`config.mk`:
```
export PLATFORM = sky130hd
export DESIGN_NAME = remote_ctrl_io_ports
export DESIGN_NICKNAME = d
export VERILOG_FILES = /design/src/design/rc_io_pkg.sv /design/src/design/od_pin_bank.sv /design/src/design/carrier_pin.sv /design/src/design/remote_ctrl_io_ports.sv
export VERILOG_INCLUDE_DIRS = /design/src /design/src/design
export SDC_FILE = /design/constraint.sdc
export NUM_CORES = 1
export LEC_CHECK = 0
export BUFFER_PORTS_ARGS = -buffer_cell sky130_fd_sc_hd__buf_2
export CAP_MARGIN = 10
export CORE_ASPECT_RATIO = 1.25
export CORE_UTILIZATION = 46
export DETAILED_ROUTE_END_ITERATION = 16
export PLACE_DENSITY = 0.8
export REMOVE_ABC_BUFFERS = 1
export SLEW_MARGIN = 10
export SYNTH_ARGS = -nofsm -noshare
export SYNTH_HDL_FRONTEND = slang
export SYNTH_SLANG_ARGS = --single-unit
export TNS_END_PERCENT = 10
```
`constraint.sdc`:
```
create_clock -name sys_clk -period 3.9 [get_ports sys_clk]
set_input_delay 0.39 -clock sys_clk [delete_from_list [all_inputs] [get_ports sys_clk]]
set_output_delay 0.39 -clock sys_clk [all_outputs]
set_load 0.02 [all_outputs]
```
`src/design/rc_io_params.svh`:
```
`ifndef RC_IO_PARAMS_SVH
`define RC_IO_PARAMS_SVH
// port widths
`define FIRST_PORT_W 8
`define FIRST_LOW_W 4
`define SECOND_OUT_W 2
`define SECOND_IN_W 3
`define THIRD_PORT_W 4
// pull-down control layout
`define PD_LOW_W 7
`define PD_LOW_SECOND_POS 0
`define PD_LOW_THIRD_POS 3
`define PD_HIGH_W 4
`define PD_HIGH_UPPER_POS 2
// reset values
`define PD_LOW_RST 7'h00
`define PD_HIGH_RST 4'h0
`define LATCH_RST 1'b0
// status / mask bit positions
`define ST_WAKE_POS 0
`define ST_SKIP_POS 1
`define ST_W 2
`endif

```
`src/design/rc_io_pkg.sv`:
```
`default_nettype none
`include "rc_io_params.svh"
package rc_io_pkg;
  // ==========================================
  // port command carried from the cpu
  typedef enum logic [8:0] {
    CMD_NONE = 9'h000,
    CMD_SET_BIT = 9'h001,
    CMD_CLR_BIT = 9'h002,
    CMD_CLR_ALL = 9'h004,
    CMD_TEST_SKIP = 9'h008,
    CMD_WR_SECOND = 9'h010,
    CMD_RD_SECOND = 9'h020,
    CMD_WR_THIRD = 9'h040,
    CMD_RD_THIRD = 9'h080,
    CMD_CARRIER = 9'h100
  } port_cmd_e;
  // one instruction request
  typedef struct packed {
    port_cmd_e cmd;
    logic [2:0] digit;
    logic [3:0] acc;
    logic carrier_val;
  } port_req_s;
  // pull-down settings
  typedef struct packed {
    logic [`PD_LOW_W-1:0] low;
    logic [`PD_HIGH_W-1:0] high;
  } pd_cfg_s;
endpackage
`default_nettype wire

```
`src/design/od_pin_bank.sv`:
```
`default_nettype none
`include "rc_io_params.svh"
module od_pin_bank
  import rc_io_pkg::*;
#(
  parameter int W = 4
) (
  input wire logic sys_clk,
  input wire logic rst,
  input wire logic [W-1:0] latch_set,
  input wire logic [W-1:0] latch_clr,
  input wire logic [W-1:0] pin_i,
  input wire logic [W-1:0] pd_en,
  output logic [W-1:0] pin_o,
  output logic [W-1:0] pin_oe_n,
  output logic [W-1:0] pd_on,
  output logic [W-1:0] wake_lvl,
  output logic [W-1:0] latch_q
);
  // ==========================================
  // per-bit latches, one generate loop
  logic [W-1:0] latch_r;
  logic [W-1:0] latch_nxt;
  genvar g;
  generate
    for (g = 0; g < W; g++) begin : bit_g
      // set wins over clear in the same cycle
      always_comb begin
        latch_nxt[g] = latch_r[g];
        if (latch_clr[g]) begin
          latch_nxt[g] = 1'b0;
        end
        if (latch_set[g]) begin
          latch_nxt[g] = 1'b1;
        end
      end
    end
  endgenerate
  always_ff @(posedge sys_clk) begin
    if (rst) begin
      latch_r <= {W{`LATCH_RST}};
    end else begin
      latch_r <= latch_nxt;
    end
  end
  // high-side only: drive one when latch set, float otherwise
  assign pin_o = {W{1'b1}};
  assign pin_oe_n = ~latch_r;
  assign latch_q = latch_r;
  // pull-down and wake sense share one enable
  assign pd_on = pd_en;
  assign wake_lvl = pd_en & pin_i;
endmodule
`default_nettype wire

```
`src/design/carrier_pin.sv`:
```
`default_nettype none
`include "rc_io_params.svh"
module carrier_pin
  import rc_io_pkg::*;
(
  input wire logic sys_clk,
  input wire logic rst,
  input wire logic load,
  input wire logic val,
  output logic pin
);
  // ==========================================
  // push-pull carrier level
  logic pin_r;
  logic pin_nxt;
  always_comb begin
    pin_nxt = load ? val : pin_r;
  end
  always_ff @(posedge sys_clk) begin
    if (rst) begin
      pin_r <= 1'b0;
    end else begin
      pin_r <= pin_nxt;
    end
  end
  assign pin = pin_r;
endmodule
`default_nettype wire

```
`src/design/remote_ctrl_io_ports.sv`:
```
// The implementer's own choices: the strobed register port and the address map.
`default_nettype none
`include "rc_io_params.svh"
// Function
// - all eight first-port bits individually set/clear latches
// - pull-down enable also arms high wakeup
// - second port: two latches, three inputs
// - second port third pin input only
// - third port group write and read
// - carrier pin push-pull set and clear
// - open-drain pins float until latch one
// - high control bit 2 gates upper pulldowns
// - low control bits gate second/third pins
// - digit register selects first port bit
module remote_ctrl_io_ports
  import rc_io_pkg::*;
(
  input wire logic sys_clk,
  input wire logic rst,
  input wire logic inst_en,
  input wire port_req_s req,
  input wire logic [3:0] reg_addr,
  input wire logic [7:0] reg_wdata,
  input wire logic reg_wr,
  input wire logic reg_rd,
  output logic [7:0] reg_rdata,
  output logic [3:0] rd_data,
  output logic rd_valid,
  output logic skip,
  input wire logic [`FIRST_PORT_W-1:0] first_i,
  output logic [`FIRST_PORT_W-1:0] first_o,
  output logic [`FIRST_PORT_W-1:0] first_oe_n,
  output logic [3:0] first_pd_on,
  input wire logic [`SECOND_IN_W-1:0] second_i,
  output logic [`SECOND_OUT_W-1:0] second_o,
  output logic [`SECOND_OUT_W-1:0] second_oe_n,
  output logic [`SECOND_IN_W-1:0] second_pd_on,
  input wire logic [`THIRD_PORT_W-1:0] third_i,
  output logic [`THIRD_PORT_W-1:0] third_o,
  output logic [`THIRD_PORT_W-1:0] third_oe_n,
  output logic [`THIRD_PORT_W-1:0] third_pd_on,
  output logic carrier_out_pin,
  output logic wake,
  output logic irq
);
  // ==========================================
  // register offsets of the side port
  // offset 4 is a read-only view of the first port latches: noise can
  // flip a latch between refreshes, so software compares the latches
  // with what it last meant to write
  // offsets 5 to 15 read zero and ignore writes
  localparam logic [3:0] A_PD_LOW = 4'h0;
  localparam logic [3:0] A_PD_HIGH = 4'h1;
  localparam logic [3:0] A_STATUS = 4'h2;
  localparam logic [3:0] A_MASK = 4'h3;

  // ==========================================
  // decoded instruction strobes
  // the cpu runs at the slower instruction rate; inst_en is the
  // one-cycle enable from its divider, so each port action below
  // happens on exactly one system clock edge per instruction
  // commands seen while inst_en is low are ignored
  logic go; // command accepted this cycle
  logic [7:0] sel; // one-hot first port bit from digit
  logic [7:0] first_set;
  logic [7:0] first_clr;
  logic [1:0] second_set;
  logic [1:0] second_clr;
  logic [3:0] third_set;
  logic [3:0] third_clr;
  assign go = inst_en;
  // digit register picks the bit
  assign sel = 8'h01 << req.digit;
  always_comb begin
    first_set = 8'h00;
    first_clr = 8'h00;
    second_set = 2'h0;
    second_clr = 2'h0;
    third_set = 4'h0;
    third_clr = 4'h0;
    if (go) begin
      case (req.cmd)
        CMD_SET_BIT: begin
          first_set = sel;
        end
        CMD_CLR_BIT: begin
          first_clr = sel;
        end
        CMD_CLR_ALL: begin
          first_clr = 8'hff;
        end
        CMD_WR_SECOND: begin
          second_set = req.acc[1:0];
          second_clr = ~req.acc[1:0];
        end
        CMD_WR_THIRD: begin
          third_set = req.acc;
          third_clr = ~req.acc;
        end
        default: begin
        end
      endcase
    end
  end

  // ==========================================
  // pull-down control registers
  // both control registers reset to zero, so no pull-down and no
  // wakeup sense is armed until software asks for it
  // status is sticky, write one to clear; mask has the same layout
  // bit 0 records an armed pin seen high, bit 1 a taken skip
  logic [`PD_LOW_W-1:0] pd_low_r;
  logic [`PD_LOW_W-1:0] pd_low_nxt;
  logic [`PD_HIGH_W-1:0] pd_high_r;
  logic [`PD_HIGH_W-1:0] pd_high_nxt;
  logic [`ST_W-1:0] status_r;
  logic [`ST_W-1:0] status_nxt;
  logic [`ST_W-1:0] mask_r;
  logic [`ST_W-1:0] mask_nxt;
  logic [`ST_W-1:0] ev; // event pulses
  // software writes only
  always_comb begin
    pd_low_nxt = pd_low_r;
    pd_high_nxt = pd_high_r;
    mask_nxt = mask_r;
    if (reg_wr && reg_addr == A_PD_LOW) begin
      pd_low_nxt = reg_wdata[`PD_LOW_W-1:0];
    end
    if (reg_wr && reg_addr == A_PD_HIGH) begin
      pd_high_nxt = reg_wdata[`PD_HIGH_W-1:0];
    end
    if (reg_wr && reg_addr == A_MASK) begin
      mask_nxt = reg_wdata[`ST_W-1:0];
    end
    // write one clears, new event wins
    status_nxt = status_r;
    if (reg_wr && reg_addr == A_STATUS) begin
      status_nxt = status_r & ~reg_wdata[`ST_W-1:0];
    end
    status_nxt = status_nxt | ev;
  end
  always_ff @(posedge sys_clk) begin
    if (rst) begin
      pd_low_r <= `PD_LOW_RST;
      pd_high_r <= `PD_HIGH_RST;
      status_r <= '0;
      mask_r <= '0;
    end else begin
      pd_low_r <= pd_low_nxt;
      pd_high_r <= pd_high_nxt;
      status_r <= status_nxt;
      mask_r <= mask_nxt;
    end
  end
  // level interrupt
  // high as long as any unmasked status bit is set; a pin that stays
  // high keeps setting the wake bit, so clearing it only sticks once
  // the key is released
  assign irq = |(status_r & mask_r);

  // ==========================================
  // pull-down fan-out per port
  // the low nibble of the first port is output only and never gets a
  // pull-down; the upper nibble shares a single enable bit, so its
  // four pins are armed or disarmed together
  // low control bits 2:0 cover the second port, 6:3 the third port
  logic [7:0] first_pd_en;
  logic [1:0] second_pd_en_out;
  logic second_pd_in_only;
  logic [3:0] third_pd_en;
  // one control bit gates the whole upper nibble
  assign first_pd_en = {{4{pd_high_r[`PD_HIGH_UPPER_POS]}}, 4'h0};
  assign second_pd_en_out = pd_low_r[`PD_LOW_SECOND_POS +: 2];
  assign second_pd_in_only = pd_low_r[`PD_LOW_SECOND_POS + 2];
  assign third_pd_en = pd_low_r[`PD_LOW_THIRD_POS +: 4];

  // ==========================================
  // pin banks
  // every open-drain pin only ever drives high; a latch of zero lets
  // the pin float so a key or the pull-down sets its level, which is
  // why software must clear a latch before reading that pin
  // the second port bank covers only its two latched pins
  logic [7:0] first_wake;
  logic [7:0] first_pd_all;
  logic [7:0] first_latch;
  logic [1:0] second_wake;
  logic [3:0] third_wake;
  od_pin_bank #(.W(8)) first_bank (
    .sys_clk(sys_clk),
    .rst(rst),
    .latch_set(first_set),
    .latch_clr(first_clr),
    .pin_i(first_i),
    .pd_en(first_pd_en),
    .pin_o(first_o),
    .pin_oe_n(first_oe_n),
    .pd_on(first_pd_all),
    .wake_lvl(first_wake),
    .latch_q(first_latch)
  );
  assign first_pd_on = first_pd_all[7:4];
  od_pin_bank #(.W(2)) second_bank (
    .sys_clk(sys_clk),
    .rst(rst),
    .latch_set(second_set),
    .latch_clr(second_clr),
    .pin_i(second_i[1:0]),
    .pd_en(second_pd_en_out),
    .pin_o(second_o),
    .pin_oe_n(second_oe_n),
    .pd_on(second_pd_on[1:0]),
    .wake_lvl(second_wake),
    .latch_q()
  );
  // third pin of the second port has no latch at all
  assign second_pd_on[2] = second_pd_in_only;
  od_pin_bank #(.W(4)) third_bank (
    .sys_clk(sys_clk),
    .rst(rst),
    .latch_set(third_set),
    .latch_clr(third_clr),
    .pin_i(third_i),
    .pd_en(third_pd_en),
    .pin_o(third_o),
    .pin_oe_n(third_oe_n),
    .pd_on(third_pd_on),
    .wake_lvl(third_wake),
    .latch_q()
  );
  // carrier pin set / clear
  // push-pull, so unlike the ports it always drives a level; one
  // command carries the level, covering both set and clear
  carrier_pin carrier_u (
    .sys_clk(sys_clk),
    .rst(rst),
    .load(go && req.cmd == CMD_CARRIER),
    .val(req.carrier_val),
    .pin(carrier_out_pin)
  );

  // ==========================================
  // wakeup level, combined over all armed pins
  // combinational on purpose: a sleeping core needs the level even
  // when no instruction is running; a pin driven high by its own
  // latch while armed also counts, so software clears it first
  logic wake_any;
  logic skip_ev;
  assign wake_any = (|first_wake) | (|second_wake) | (second_pd_in_only & second_i[2])
    | (|third_wake);
  assign wake = wake_any;

  // ==========================================
  // instruction read data, registered
  // rd_data holds until the next read, rd_valid and skip stand for
  // one cycle only; the cpu takes them on the edge after its command
  // test-and-skip only looks at the upper nibble, which has an input
  logic [3:0] rd_data_r;
  logic [3:0] rd_data_nxt;
  logic rd_valid_r;
  logic rd_valid_nxt;
  logic skip_r;
  logic skip_nxt;
  // pin read reflects pad level; latch must be zero for a true input
  always_comb begin
    rd_data_nxt = rd_data_r;
    rd_valid_nxt = 1'b0;
    skip_nxt = 1'b0;
    if (go) begin
      case (req.cmd)
        CMD_RD_SECOND: begin
          rd_data_nxt = {1'b0, second_i};
          rd_valid_nxt = 1'b1;
        end
        CMD_RD_THIRD: begin
          rd_data_nxt = third_i;
          rd_valid_nxt = 1'b1;
        end
        CMD_TEST_SKIP: begin
          // skip when selected upper pin reads low
          skip_nxt = req.digit[2] && !first_i[req.digit];
        end
        default: begin
        end
      endcase
    end
  end
  assign skip_ev = skip_nxt;
  assign ev = {skip_ev, wake_any};
  always_ff @(posedge sys_clk) begin
    if (rst) begin
      rd_data_r <= 4'h0;
      rd_valid_r <= 1'b0;
      skip_r <= 1'b0;
    end else begin
      rd_data_r <= rd_data_nxt;
      rd_valid_r <= rd_valid_nxt;
      skip_r <= skip_nxt;
    end
  end
  assign rd_data = rd_data_r;
  assign rd_valid = rd_valid_r;
  assign skip = skip_r;

  // ==========================================
  // register read port, data one cycle later
  // the data stand for one cycle and drop back to zero, so a master
  // must take them in the cycle right after its read strobe
  // reading has no side effect, status is only cleared by writes
  logic [7:0] reg_rdata_r;
  logic [7:0] reg_rdata_nxt;
  always_comb begin
    reg_rdata_nxt = 8'h00;
    if (reg_rd) begin
      case (reg_addr)
        A_PD_LOW: reg_rdata_nxt = {1'b0, pd_low_r};
        A_PD_HIGH: reg_rdata_nxt = {4'h0, pd_high_r};
        A_STATUS: reg_rdata_nxt = {6'h00, status_r};
        A_MASK: reg_rdata_nxt = {6'h00, mask_r};
        // first port latches shown for software refresh checks
        4'h4: reg_rdata_nxt = first_latch;
        default: reg_rdata_nxt = 8'h00; // unmapped reads zero
      endcase
    end
  end
  always_ff @(posedge sys_clk) begin
    if (rst) begin
      reg_rdata_r <= 8'h00;
    end else begin
      reg_rdata_r <= reg_rdata_nxt;
    end
  end
  assign reg_rdata = reg_rdata_r;
endmodule
`default_nettype wire

```
Word-level counts from Yosys, hierarchy flattened
Cells that the tools add are included. Widths: inputs -> output; s select.

Bits in registers: 44. Output and inout bits: 56. Word-level logic and storage cells: 135.

Magnitude comparators: 1. Equal/unequal tests: 13. Shift-type cells: 1. Multiplexer cells: 48. Bitwise gates (word level): 18. Reductions and logical operators: 31.

Operators by type and width (number): $pmux 8 s5 (1); $mux 1 (32); $reduce_bool 2->1 (15); $mux 8 (3); $mux 4 (4); $pmux 8 s2 (1); $mux 2 (5); $reduce_or 2->1 (5); $eq 9x1->1 const B (1); $eq 9x2->1 const B (1); $eq 9x3->1 const B (1); $eq 9x4->1 const B (1); $eq 9x5->1 const B (1); $eq 9x6->1 const B (1); $eq 9x7->1 const B (1); $eq 9x8->1 const B (1); $eq 9x9->1 const B (1); $and 8x8->8 (1); $eq 4x2->1 const B (2); $not 4->4 (2); $not 8->8 (1); $pmux 4 s2 (1); $reduce_or 8->1 (1); $shl 1x3->8 const A (1); 16 further kinds (28).

Longest topological paths before layout
Word-level depth: 7. Mapped depth: 5. Mapped depth without buffers: 4.

Cells and area by module
Synthesis repeated with hierarchy kept, for this count alone.

Cell total of the unflattened synthesis: 334. Area, all modules: 2683.8 sq um.

Modules (own cells, without submodules): remote_ctrl_io_ports (times used 1, cells an instance 215, area an instance 1760.4 sq um, seq. area each 580.6 sq um); od_pin_bank at first_bank (times used 1, cells an instance 66, area an instance 521.8 sq um, seq. area each 160.2 sq um); od_pin_bank at third_bank (times used 1, cells an instance 33, area an instance 244.0 sq um, seq. area each 80.1 sq um); od_pin_bank at second_bank (times used 1, cells an instance 17, area an instance 123.9 sq um, seq. area each 40.0 sq um); carrier_pin (times used 1, cells an instance 3, area an instance 33.8 sq um, seq. area each 20.0 sq um).

Worst setup path after synthesis
Ideal clock, no wire load.

Kind: input -> register. From: input port req[10] (netlist bit). To: register first_bank.latch_r[0] (netlist: first_bank.latch_q[0]). Setup time: 117 ps. Arrival time: 1581 ps. Required time: 3783 ps. Path slack: 2201 ps. Cell stages on the path: 4. Buffers on the path: 0. Cell sequence: or4b_1 nor4b_4 nand2_1 a32o_1.

Longest elaborated chain between the ends: 4. Elaborated cells between the ends (all ways): 9. Those cells by class: 3 x eq/ne; 5 x mux; 1 x reduce/logical.

RTL lines: from (decl) (RTL line remote_ctrl_io_ports.sv:21) `input wire port_req_s req,`; $eq 9x3->1 (tied with other cells) (RTL line remote_ctrl_io_ports.sv:82) `case (req.cmd)`; $pmux 8 s2 / $mux 8 (equally long branches) (RTL line remote_ctrl_io_ports.sv:82); $mux 8 (RTL line remote_ctrl_io_ports.sv:81) `if (go) begin`; $reduce_bool 2->1 (no line) / $mux 1 (equally long branches); to (signal assigned) (RTL line od_pin_bank.sv:41) `` latch_r <= {W{`LATCH_RST}}; ``; to (signal assigned) (RTL line od_pin_bank.sv:43) `latch_r <= latch_nxt;`; to (decl) (RTL line od_pin_bank.sv:22) `logic [W-1:0] latch_r;`.

Parallel ways exist; a longest one is shown, timed or not. A chain may end at the register's enable or synchronous reset.

Worst setup path in the final report
From: input port first_i[4]. To: output port wake.

Longest elaborated chain between the ends: 5.

RTL lines: from (decl) (RTL line remote_ctrl_io_ports.sv:30) `` input wire logic [`FIRST_PORT_W-1:0] first_i, ``; $and 8x8->8 (RTL line od_pin_bank.sv:52) `assign wake_lvl = pd_en & pin_i;`; $reduce_or 8->1 (RTL line remote_ctrl_io_ports.sv:248) `assign wake_any = (|first_wake) | (|second_wake) | (second_pd_in_only & second_i[2])`; $or 1x1->1 (2 in series) (RTL line remote_ctrl_io_ports.sv:248); $or 1x1->1 (RTL line remote_ctrl_io_ports.sv:249) `| (|third_wake);`; to (decl) (RTL line remote_ctrl_io_ports.sv:43) `output logic wake,`.

Every way passes these cells.

==> results.py <==
metrics = {
    "job": {
        "max_cap_viol_count": 0,
    },
    "die": {
        "core.rowCount": 27,
        "chipWidth_um": 63.16,
        "dieHeight_um": 78.45,
        "pin_count": 105,
        "start_util_pct": 48.23,
        "dieArea_sq_um": 4955,
        "core-area_sq_um": 4459,
    },
    "detailed_routing": {
        "drt_pass1_iterations": 4,
        "dr_total_vias": 2047,
        "detail_route.vias_per_cell": 5.373,
        "routed_wl_mm": 5.279,
        "route.detailed.wl_per_inst_um": 13.86,
        "drcViolationCount": 0,
        "drt-initial-drc-count": 133,
        "final_antenna_net_count": 0,
    },
    "timing": {
        "post-route-min-period_ps": 1825,
        "worst_clock_skew_ps": 7.468,
        "slew_headroom_pct": 44.84,
        "setup-tns-final_ps": 0,
        "setup_repair_after_global_routing_missed_its_margin": "no",
        "finalHoldViolCount": 0,
        "tightestPinTransition_ps": 825.3,
        "final_min_period_over_clock_period_pct": 46.80,
        "maxSlewViolCount": 0,
        "final_setup_violations": 0,
        "max_clock_freq_mhz": 547.9,
    },
    "min_path": {
        "holdCritPathClass": "in -> reg",
    },
    "power": {
        "totalPowerFinal_mw": 0.9025,
        "power_leakage_nw": 1.107,
        "power.density_nw_per_um2": 341.0,
        "max-vdd-ir-drop_v": 0.0002944,
    },
    "clock_tree": {
        "cts_root_buffer": "clkbuf_8",
        "cts_tree": "done",
        "cts_resized": 0,
        "clk-insertion-delay-late_ps": 300,
        "cts_inserted_buffers": 5,
        "clock_transition_at_the_register_clock_pins_on_the_worst_setup_and_hold_paths_after_cts_ps": 90,
        "postCtsHoldBufs": 0,
        "htree_levels": 2,
        "max-clock-path-buffers": 2,
        "clock_sink_count": 44,
        "postCtsSetupBuffers": 0,
    },
    "grt": {
        "number_of_global_route_vias_before_repair": 1913,
        "globalRouteOverflowTotal": 0,
        "track_usage_pct": 21.80,
        "grt_first_pass_wirelength_mm": 8.507,
        "antenna_found_initial": 0,
        "grt_max_degree": 30,
    },
    "critical_path": {
        "worst-endpoint-required_ps": 3510,
        "critPathCaptureType": "output pin",
        "criticalPathCategory": "in -> out",
        "cp_data_arrival_time_ps": 1440,
        "crit_path_max_fanout": 2,
        "nature_of_the_critical_path_startpoint": "input port",
    },
    "placed_design": {
        "detailedPlacementHpwl_mm": 4.075,
        "port_buffers": 85,
        "gp_routability_congestion": 0.8352,
    },
    "layout": {
        "layout_common_cells": "buf_2 (85), dfxtp_1 (44), nor2_1 (25), nand2_1 (19), nand3_1 (16)",
        "final_net_count": 371,
        "layout-drive-gt1-share_pct": 31.89,
        "number_of_inserted_filler_cells_in_the_final_layout": 414,
        "area.growth.synth_to_final_pct": 23.04,
        "num_antenna_cells": 0,
        "final_common_cell": "buf_2",
    },
    "synthesis": {
        "syn_area_per_cell_sq_um": 8.851,
        "ys.flop_type": "dfxtp_1",
        "synth_enable_flop_cells": 0,
        "synth-async-reset-ratio_pct": 0,
        "netlist.area_leader.share_pct": 40.95,
        "postSynthCellCount": 243,
        "synth.ff_latch_count": 44,
        "synthesis.yosys.warnings": 0,
        "synth_cell_type_count": 41,
        "synth_largest_area_cell": "dfxtp_1",
        "synth_seq_area_share_pct": 40.95,
        "post_synth_main_area_contributors": "dfxtp_1 (41%), buf_4 (6.3%), mux2i_1 (6.1%)",
        "synthesis.area_sq_um": 2151,
    },
    "status": {
        "status": "finished, final reports clean",
    },
}
==> power breakdown <==
group	total [mW]	switching, mW	internal [mW]
Combinational	0.0916	0.0615	0.0301
Clock	0.357	0.164	0.193
Sequential	0.454	0.00240	0.451
==> sequential cells by signal (all words and copies together), names as in the netlist <==
| name | cells |
|---|---|
| carrier_u.pin | 1 |
| first_bank.latch_q | 8 |
| mask_r | 2 |
| pd_high_r | 4 |
| pd_low_r | 7 |
| rd_data | 4 |
| rd_valid | 1 |
| reg_rdata | 8 |
| second_bank.latch_q | 2 |
| skip | 1 |
| status_r | 2 |
| third_bank.latch_q | 4 |
==> Yosys cell counts, drive strengths merged (3+ instances only) <==
cell type / count
nor4b: 5
a32o: 8
nor2: 26
clkbuf: 5
a222oi: 5
a21oi: 13
inv: 15
nand2: 19
nor2b: 7
mux2i: 13
buf: 22
a211oi: 3
nand4: 11
nor4: 3
nand3: 16
dfxtp: 44
a22oi: 5
==> layout make-up <==
type / instances / area, sq um / area share, %
clock buffers: 5 / 68.82 / 2.600
clock inverters: 3 / 46.29 / 1.749
inverters: 15 / 56.30 / 2.128
multi-input cells: 170 / 1089 / 41.13
flip-flops and latches: 44 / 880.8 / 33.29
well taps: 58 / 72.57 / 2.742
repair buffers: 86 / 432.9 / 16.36
==> cells by family (layout without fill, tap and decap cells) <==
family	count (synthesis)	count (layout)	synth area share, %
other	1	14	0.1744
buffers and inverters	42	109	10.70
and+or+nand+nor	100	100	26.70
xor gates and xnor gates	1	1	0.4073
DFF	44	44	40.95
AOI/OAI and AO/OA	42	42	15.01
muxes	13	13	6.050
==> worst paths after layout <==
| check | slack, ps | end | from | cells after the start |
|---|---|---|---|---|
| setup / recovery | 2070 | wake | first_i[4] | 4 |
| setup reg to reg | 2680 | status_r[0]$_SDFF_PP0_ | pd_low_r[5]$_SDFFE_PP0P_ | 4 |
| hold / removal | 310 | skip$_SDFF_PP0_ | first_i[5] | 2 |
| hold reg to reg | 470 | pd_high_r[1]$_SDFFE_PP0P_ | pd_high_r[1]$_SDFFE_PP0P_ | 2 |
==> metrics by stage <==
step / setup slack, ps / cell area, sq um / std cells / hold WS [ps] / util [%]
detailed placement: 1965 / 2531 / 373 / 450.7 / 56.76
finish: 2075 / 2646 / 381 / 309.9 / 59.34
floorplan: 2174 / 2026 / 229 / 429.8 / -
CTS: 2098 / 2646 / 381 / 307.6 / 59.34
global route: 2039 / 2646 / 381 / 307.6 / 59.34
global placement: 1971 / 2531 / 373 / 443.9 / 56.76
==> metal layers <==
metal	vias up	part of all wire [%]	global-route usage, %
met4	0	1.6	7.442
met1	913	38	24.36
met5	-	0	0
li1	1012	-	-
met3	7	9.5	5.814
met2	115	51	39.25
==> critical path, stage by stage <==
cell	delay (ps)
buf_2	100
o41ai_1	520
nand4_1	210
buf_2	200
(Power assumes the default switching activity.)
